## config.mk

```make
export PLATFORM = sky130hd
export DESIGN_NAME = switch_global_ctrl_sa_filter_regs
export DESIGN_NICKNAME = d
export VERILOG_FILES = /design/src/sw_glob_pkg.sv /design/src/pause_limit_timer.sv /design/src/switch_global_ctrl_sa_filter_regs.sv
export SDC_FILE = /design/constraint.sdc
export NUM_CORES = 1
export LEC_CHECK = 0
export ABC_AREA = 1
export BUFFER_PORTS_ARGS = -buffer_cell sky130_fd_sc_hd__buf_4
export CORE_MARGIN = 1.5
export CORE_UTILIZATION = 45
export CTS_BUF_LIST = sky130_fd_sc_hd__clkbuf_2 sky130_fd_sc_hd__clkbuf_4 sky130_fd_sc_hd__clkbuf_8
export CTS_CLUSTER_DIAMETER = 120
export CTS_CLUSTER_SIZE = 28
export DETAILED_ROUTE_END_ITERATION = 6
export PLACE_DENSITY = 0.65
export REMOVE_ABC_BUFFERS = 1
export SYNTH_ARGS = -nofsm -noshare
export SYNTH_HDL_FRONTEND = slang
export SYNTH_SLANG_ARGS = --single-unit
```

## constraint.sdc

```tcl
create_clock -name sys_clk -period 2.58 [get_ports sys_clk]
set_input_delay 0.258 -clock sys_clk [delete_from_list [all_inputs] [get_ports sys_clk]]
set_output_delay 0.258 -clock sys_clk [all_outputs]
set_load 0.05 [all_outputs]
```

## src/sw_glob_pkg.sv

```systemverilog
package sw_glob_pkg;

	// printed offsets are not all multiples of four: each is a register index, byte address = 4 * index
	localparam logic [7:0] IDX_CTRL_A = 8'hAC;
	localparam logic [7:0] IDX_CTRL_B = 8'hAE;
	localparam logic [7:0] IDX_F1_LOW = 8'hB0;
	localparam logic [7:0] IDX_F1_MID = 8'hB2;
	localparam logic [7:0] IDX_F1_HIGH = 8'hB4;
	localparam logic [7:0] IDX_F2_LOW = 8'hB6;
	localparam logic [7:0] IDX_F2_MID = 8'hB8;
	localparam logic [7:0] IDX_F2_HIGH = 8'hBA;
	localparam int ADDR_W = 12;

	// control a fields
	localparam int QMAP_HI = 15;
	localparam int QMAP_LO = 14;
	localparam int DYN_FLUSH_BIT = 10;
	localparam int STAT_FLUSH_BIT = 9;
	localparam int TAIL_TAG_BIT = 8;
	localparam int PAUSE_LIM_HI = 7;
	localparam logic [15:0] CTRL_A_RW_MASK = 16'hC7FF;
	localparam logic [15:0] CTRL_A_RESET = 16'h8000;
	// control b fields
	localparam int INV_MASK_HI = 10;
	localparam int INV_MASK_LO = 8;
	localparam int TAG_INS_HI = 5;
	localparam logic [15:0] CTRL_B_RW_MASK = 16'h07FF;
	localparam logic [15:0] CTRL_B_RESET = 16'h0000;
	localparam logic [15:0] FILT_RESET = 16'h0000;

	// pause-off limit unit and its cycle count at 100 MHz, kept as a parameter for simulation
	localparam int PAUSE_UNIT_MS = 160;
	localparam int CLK_MHZ = 100;
	localparam int PAUSE_UNIT_CYC = PAUSE_UNIT_MS * 1000 * CLK_MHZ;

	typedef struct packed {
		logic [1:0] queue_map;
		logic static_flush;
		logic tail_tag_en;
		logic [2:0] invalid_vid_mask;
		logic [5:0] tag_insert_en;
		logic pause_off_limit_en;
		logic pause_off_expired;
		logic [47:0] filter_mac_one;
		logic [47:0] filter_mac_two;
	} switch_cfg_t;

	typedef struct packed {
		logic psel;
		logic penable;
		logic pwrite;
		logic [ADDR_W-1:0] paddr;
		logic [31:0] pwdata;
	} apb_req_t;

	typedef struct packed {
		logic pready;
		logic pslverr;
		logic [31:0] prdata;
	} apb_rsp_t;

endpackage

```

## src/pause_limit_timer.sv

```systemverilog
`timescale 1ns/1ps
`default_nettype none
// counts the forced pause-off window in 160 ms units; expired while the limit has run out
module pause_limit_timer #(
	parameter int UNIT_CYC = sw_glob_pkg::PAUSE_UNIT_CYC
) (
	// clock and reset
	input wire logic sys_clk,
	input wire logic srst,
	// control
	input wire logic [7:0] limit,
	input wire logic restart,
	// status
	output logic expired
);
	import sw_glob_pkg::*;

	logic [31:0] cyc;
	logic [7:0] units;
	logic [31:0] next_cyc;
	logic [7:0] next_units;
	logic next_expired;

	always_comb begin
		next_cyc = cyc;
		next_units = units;
		next_expired = expired;
		if (restart || limit == 8'h00) begin
			next_cyc = 32'h0;
			next_units = 8'h00;
			next_expired = 1'b0;
		end else if (!expired) begin
			if (cyc == 32'(UNIT_CYC - 1)) begin
				next_cyc = 32'h0;
				next_units = units + 8'h01;
				if (units + 8'h01 >= limit) begin
					next_expired = 1'b1;
				end
			end else begin
				next_cyc = cyc + 32'h1;
			end
		end
	end

	always_ff @(posedge sys_clk) begin
		if (srst) begin
			cyc <= 32'h0;
			units <= 8'h00;
			expired <= 1'b0;
		end else begin
			cyc <= next_cyc;
			units <= next_units;
			expired <= next_expired;
		end
	end

endmodule
`default_nettype wire

```

## src/switch_global_ctrl_sa_filter_regs.sv

```systemverilog
`timescale 1ns/1ps
`default_nettype none
module switch_global_ctrl_sa_filter_regs #(
	parameter int PAUSE_CYC = sw_glob_pkg::PAUSE_UNIT_CYC
) (
	// clock and reset
	input wire logic sys_clk,
	input wire logic srst,
	// apb slave
	input wire sw_glob_pkg::apb_req_t apb_req,
	output sw_glob_pkg::apb_rsp_t apb_rsp,
	// address table engine
	output logic dyn_flush_req,
	input wire logic dyn_flush_done,
	// configuration to the switch core
	output sw_glob_pkg::switch_cfg_t cfg
);
	import sw_glob_pkg::*;

	function automatic logic [ADDR_W-1:0] byte_addr(input logic [7:0] idx);
		byte_addr = ADDR_W'({idx, 2'b00});
	endfunction

	logic [15:0] ctrl_a;
	logic [15:0] ctrl_b;
	logic [15:0] filt [0:5];
	logic [31:0] rdata;
	logic slverr;
	logic [15:0] next_ctrl_a;
	logic [15:0] next_ctrl_b;
	logic [15:0] next_filt [0:5];
	logic [31:0] next_rdata;
	logic next_slverr;
	logic access;
	logic wr;
	logic pause_expired;
	logic pause_restart;
	logic [15:0] wd;
	logic [ADDR_W-1:0] a;

	assign access = apb_req.psel && apb_req.penable;
	assign wr = access && apb_req.pwrite;
	assign wd = apb_req.pwdata[15:0];
	assign a = apb_req.paddr;
	// writing control a restarts the pause-off window
	assign pause_restart = wr && a == byte_addr(IDX_CTRL_A);

	always_comb begin
		next_ctrl_a = ctrl_a;
		next_ctrl_b = ctrl_b;
		for (int i = 0; i < 6; i++) begin
			next_filt[i] = filt[i];
		end
		next_rdata = rdata;
		next_slverr = 1'b0;
		if (access && !apb_req.pwrite) begin
			next_rdata = 32'h0;
			if (a == byte_addr(IDX_CTRL_A)) begin
				next_rdata = {16'h0000, ctrl_a};
			end else if (a == byte_addr(IDX_CTRL_B)) begin
				next_rdata = {16'h0000, ctrl_b};
			end else if (a == byte_addr(IDX_F1_LOW)) begin
				next_rdata = {16'h0000, filt[0]};
			end else if (a == byte_addr(IDX_F1_MID)) begin
				next_rdata = {16'h0000, filt[1]};
			end else if (a == byte_addr(IDX_F1_HIGH)) begin
				next_rdata = {16'h0000, filt[2]};
			end else if (a == byte_addr(IDX_F2_LOW)) begin
				next_rdata = {16'h0000, filt[3]};
			end else if (a == byte_addr(IDX_F2_MID)) begin
				next_rdata = {16'h0000, filt[4]};
			end else if (a == byte_addr(IDX_F2_HIGH)) begin
				next_rdata = {16'h0000, filt[5]};
			end else begin
				next_slverr = 1'b1;
			end
		end
		if (wr) begin
			if (a == byte_addr(IDX_CTRL_A)) begin
				next_ctrl_a = wd & CTRL_A_RW_MASK;
				// a written one starts a flush; a running flush is not cancelled by writing zero
				next_ctrl_a[DYN_FLUSH_BIT] = wd[DYN_FLUSH_BIT] || ctrl_a[DYN_FLUSH_BIT];
			end else if (a == byte_addr(IDX_CTRL_B)) begin
				next_ctrl_b = wd & CTRL_B_RW_MASK;
			end else if (a == byte_addr(IDX_F1_LOW)) begin
				next_filt[0] = wd;
			end else if (a == byte_addr(IDX_F1_MID)) begin
				next_filt[1] = wd;
			end else if (a == byte_addr(IDX_F1_HIGH)) begin
				next_filt[2] = wd;
			end else if (a == byte_addr(IDX_F2_LOW)) begin
				next_filt[3] = wd;
			end else if (a == byte_addr(IDX_F2_MID)) begin
				next_filt[4] = wd;
			end else if (a == byte_addr(IDX_F2_HIGH)) begin
				next_filt[5] = wd;
			end else begin
				next_slverr = 1'b1;
			end
		end
		// self-clear on done, unless a new one is written in the same cycle
		if (dyn_flush_done && ctrl_a[DYN_FLUSH_BIT] && !(pause_restart && wd[DYN_FLUSH_BIT])) begin
			next_ctrl_a[DYN_FLUSH_BIT] = 1'b0;
		end
	end

	always_ff @(posedge sys_clk) begin
		if (srst) begin
			ctrl_a <= CTRL_A_RESET;
			ctrl_b <= CTRL_B_RESET;
			for (int i = 0; i < 6; i++) begin
				filt[i] <= FILT_RESET;
			end
			rdata <= 32'h0;
			slverr <= 1'b0;
		end else begin
			ctrl_a <= next_ctrl_a;
			ctrl_b <= next_ctrl_b;
			for (int i = 0; i < 6; i++) begin
				filt[i] <= next_filt[i];
			end
			rdata <= next_rdata;
			slverr <= next_slverr;
		end
	end

	pause_limit_timer #(
		.UNIT_CYC(PAUSE_CYC)
	) u_pause (
		.sys_clk(sys_clk),
		.srst(srst),
		.limit(ctrl_a[PAUSE_LIM_HI:0]),
		.restart(pause_restart),
		.expired(pause_expired)
	);

	// zero-wait answer: data and error are driven combinationally from next_rdata and next_slverr and read by the master on the access edge
	assign apb_rsp.pready = 1'b1;
	assign apb_rsp.prdata = next_rdata;
	assign apb_rsp.pslverr = access && next_slverr;

	// learning must already be off on all ports; the engine relies on software for that
	assign dyn_flush_req = ctrl_a[DYN_FLUSH_BIT];
	assign cfg.queue_map = ctrl_a[QMAP_HI:QMAP_LO];
	assign cfg.static_flush = ctrl_a[STAT_FLUSH_BIT];
	assign cfg.tail_tag_en = ctrl_a[TAIL_TAG_BIT];
	assign cfg.pause_off_limit_en = ctrl_a[PAUSE_LIM_HI:0] != 8'h00;
	assign cfg.pause_off_expired = pause_expired;
	assign cfg.invalid_vid_mask = ctrl_b[INV_MASK_HI:INV_MASK_LO];
	assign cfg.tag_insert_en = ctrl_b[TAG_INS_HI:0];
	assign cfg.filter_mac_one = {filt[2], filt[1], filt[0]};
	assign cfg.filter_mac_two = {filt[5], filt[4], filt[3]};

endmodule
`default_nettype wire

```

==> metrics <==
global-route wire length before repair=between 40 and 50 mm; number of gates given a new drive strength after cts=0; Met2 Routed Length=11.9 mm; die outline area=about 0.021 mm²; area of combinational cells with multiple inputs=between 0.004 and 0.005 mm²; startpoint of the worst hold path=dyn_flush_done; initial detailed-routing violation count=725; Initial Util=45.8%; Inserted Clock Buffers=17; switching share of power=roughly 25%; power after layout=around 5300 µW; CP Launch Point=apb_req[43]; top metal layer carrying routed signals=met4; Synthesis Warnings=0; setup repair after global routing missed its margin=false; n_diodes=0; number of vias per cell after detailed routing=5.16; worst-skew pair later-pin latency=~0.48 ns; total placed cells including tap cells=1,673; terminus of the critical flop-to-flop path=u_pause.expired; vertical extent of the die=around 150 µm; Post-Syn Instances=around 1,300; WL final=27.2 mm; number of fill cells=1,989; critical path data required time=2.32 ns; Tot GR Track Use=between 20% and 30%; area occupied by registers=0.00386 mm²; initial antenna violation count=0; minimum setup slack among reg-to-reg paths=around 0.42 ns; clock network power share=38.0%; worst-margin pin slew=around 0.72 ns; root cell of the clock tree=sky130_fd_sc_hd__clkbuf_8; TritonCTS Sinks=193; number of cells on the worst hold path=4; logic depth of the worst register-to-register path=13; total via count in the routed design=8,801; routed len/inst=approximately 16 µm; pin count of the biggest net entering global routing=between 70 and 80; Setup Viol. Count Final=0; count of distinct cell types in the synthesized netlist=45; final worst-path cycle share=89.5%; setup fix buffers added after clock tree synthesis=0; RR Startpoint=u_pause.units[0]; final worst clock skew=0.0139 ns; Cell Count, Final, Fillers Out=1,705; Final HPWL DP=19.7 mm; Hold Fails Final Rpt=0; wire length on met1=roughly 13 mm; Total Negative Setup Slacks=0 ns; count of input and output buffers=178; number of storage elements in the synthesis netlist=slightly below 200; maximum fanout along the worst path=9; share of total power in combinational logic=roughly 6%; maximum level of the CTS H-tree=4; leakage power of the design=0.00479 µW; power density of the placed cells=476 mW/mm²; most frequent cells in the layout=sky130_fd_sc_hd__buf_4 (199), sky130_fd_sc_hd__dfxtp_1 (193), sky130_fd_sc_hd__nand2_1 (184); outcome=complete, no violations; category of the worst setup path capture point=output pin; remaining max-slew budget at the tightest pin=51.7%; Pint=3970 µW; deepest clock path buffer count=2; worst setup path class=in -> out; total iterations of the first detailed-routing run=5; clock edge transition at the registers on the reported setup and hold paths=~0.1 ns; Hold Path End=ctrl_a[10]; Final Max Tran Viols=0; number of top-level design ports=between 150 and 200; core footprint=slightly above 0.02 mm²; minimum setup slack after placement=0.357 ns; number of violations of the max-capacitance limit=0; number of global-route vias before repair=approximately 7,900; routed length on met3=between 1.5 and 2 mm; syn_area_per_cell=about 7.3 µm²; Post-CTS Hold Fix Bufs=0; maximum achievable frequency=roughly 0.43 GHz; Worst IR Drop VDD=a little under 0.3 mV; sequential power share=a little under three fifths; fraction of final layout cells sized beyond drive strength 1=a little over a fifth; Tightest Hold Check Type=in -> reg; most common cell after layout, fill and taps aside=sky130_fd_sc_hd__buf_4; number of nets with antenna violations after detailed routing=0; Final Worst Setup Slack=roughly 0.27 ns; die width=147 µm; sequential-to-total area share from yosys stat=41.7%; worst path arrival time=between 2 and 2.5 ns; Net Sw Power=around 1400 µW; type of origin of the critical path=input port; CTS tree=yes; count of unresolved DRC violations after routing=0; minimum period implied by the final worst setup slack=between 2 and 2.5 ns; number of rows created at floorplan=52; RD Place Congestion=about 0.92; Total Nets Final=about 1,500; Synth Cell Area=just over 0.009 mm²; P&R area growth vs syn=20.7%; remaining global-route overflow=0
==> critical path, cell delays in order <==
cell and delay (ns):
sky130_fd_sc_hd__buf_4 0.11, sky130_fd_sc_hd__nor2_1 0.17, sky130_fd_sc_hd__nand2_2 0.12, sky130_fd_sc_hd__nor2_4 0.17
sky130_fd_sc_hd__nand2_1 0.38, sky130_fd_sc_hd__o22ai_1 0.30, sky130_fd_sc_hd__nor2_1 0.08, sky130_fd_sc_hd__nand2_1 0.06
sky130_fd_sc_hd__o21ai_0 0.12, sky130_fd_sc_hd__inv_1 0.08, sky130_fd_sc_hd__buf_4 0.19
==> flip-flops by register name, indices dropped and copies added, names as in the netlist <==
| signal | flops |
|---|---|
| u_pause.cyc | 32 |
| filt | 96 |
| ctrl_b | 11 |
| ctrl_a | 13 |
| u_pause.expired | 1 |
| u_pause.units | 8 |
| rdata | 32 |
==> through the flow <==
step	instance area (µm²)	util, %	hold slack [ns]
floorplan	8890	-	0.327
global placement	10800	53.3	0.433
detailed placement	10800	53.3	0.436
CTS	11200	55.3	0.0136
global route	11200	55.3	0.0403
finish	11200	55.3	0.0487
==> kinds of logic (layout without fill, tap and decap cells) <==
group,Yosys count,after routing,share of synthesized area (%)
other,1,1,0.0404
adders and majority gates,10,10,1.35
DFF,193,193,41.7
xor gates and xnor gates,12,12,1.13
and+or+nand+nor,517,517,25.5
AOI/OAI and AO/OA,280,280,18.6
buffers and inverters,258,422,11.7
==> power by group through the flow <==
| stage | clock network [µW] | logic (µW) | registers [µW] |
|---|---|---|---|
| after global placement | 0 | 315 | 3060 |
| after floorplan | 0 | 172 | 3060 |
| after detailed placement | 0 | 316 | 3060 |
| after CTS | 2080 | 317 | 2990 |
| final | 2020 | 316 | 2990 |
| after global routing | 2190 | 342 | 2990 |
==> cell type report <==
cell class,count,share of cell area (%)
Tap cell,270,3.02
Clock inverter,14,1.40
Multi-Input combinational cell,820,38.7
Sequential cell,193,34.5
Clock buffer,18,2.16
Inverter,188,6.31
Timing Repair Buffer,202,13.9
==> cell usage after synthesis, drive strengths merged <==
| master | number | area [µm²] |
|---|---|---|
| a211oi | 50 | 516 |
| a21oi | 108 | 541 |
| a31oi | 2 | 12.5 |
| buf | 41 | 270 |
| clkbuf | 29 | 110 |
| clkinv | 1 | 3.75 |
| conb | 1 | 3.75 |
| dfxtp | 193 | 3860 |
| ha | 10 | 125 |
| inv | 187 | 702 |
| nand2 | 194 | 768 |
| nand3 | 62 | 350 |
| nand3b | 2 | 15.0 |
| nand4 | 11 | 68.8 |
| nor2 | 192 | 825 |
| nor3 | 38 | 216 |
| nor3b | 3 | 27.5 |
| nor4 | 13 | 81.3 |
| o2111ai | 1 | 8.76 |
| o211a | 1 | 10.0 |
| o211ai | 12 | 90.1 |
| o21ai | 96 | 480 |
| o21bai | 1 | 7.51 |
| o22ai | 8 | 50.1 |
| o31ai | 1 | 7.51 |
| or2 | 2 | 12.5 |
| xnor2 | 3 | 26.3 |
| xor2 | 9 | 78.8 |
==> worst max-delay path by stage <==
stage | to | slack, ns | depth (start not counted)
final | apb_rsp[0] | 0.27 | 11
after global routing | u_pause.expired | 0.11 | 13
after CTS | apb_rsp[0] | 0.35 | 13
after detailed placement | apb_rsp[0] | 0.36 | 13
after global placement | apb_rsp[0] | 0.36 | 11
after floorplan | apb_rsp[11] | -0.90 | 8
==> layer usage <==
metal	vias up	track usage [%]
met5	-	0
met4	0	8.74
li1	4442	-
met1	4009	36.3
met2	317	38.7
met3	33	4.31
(Power assumes the default switching activity.)
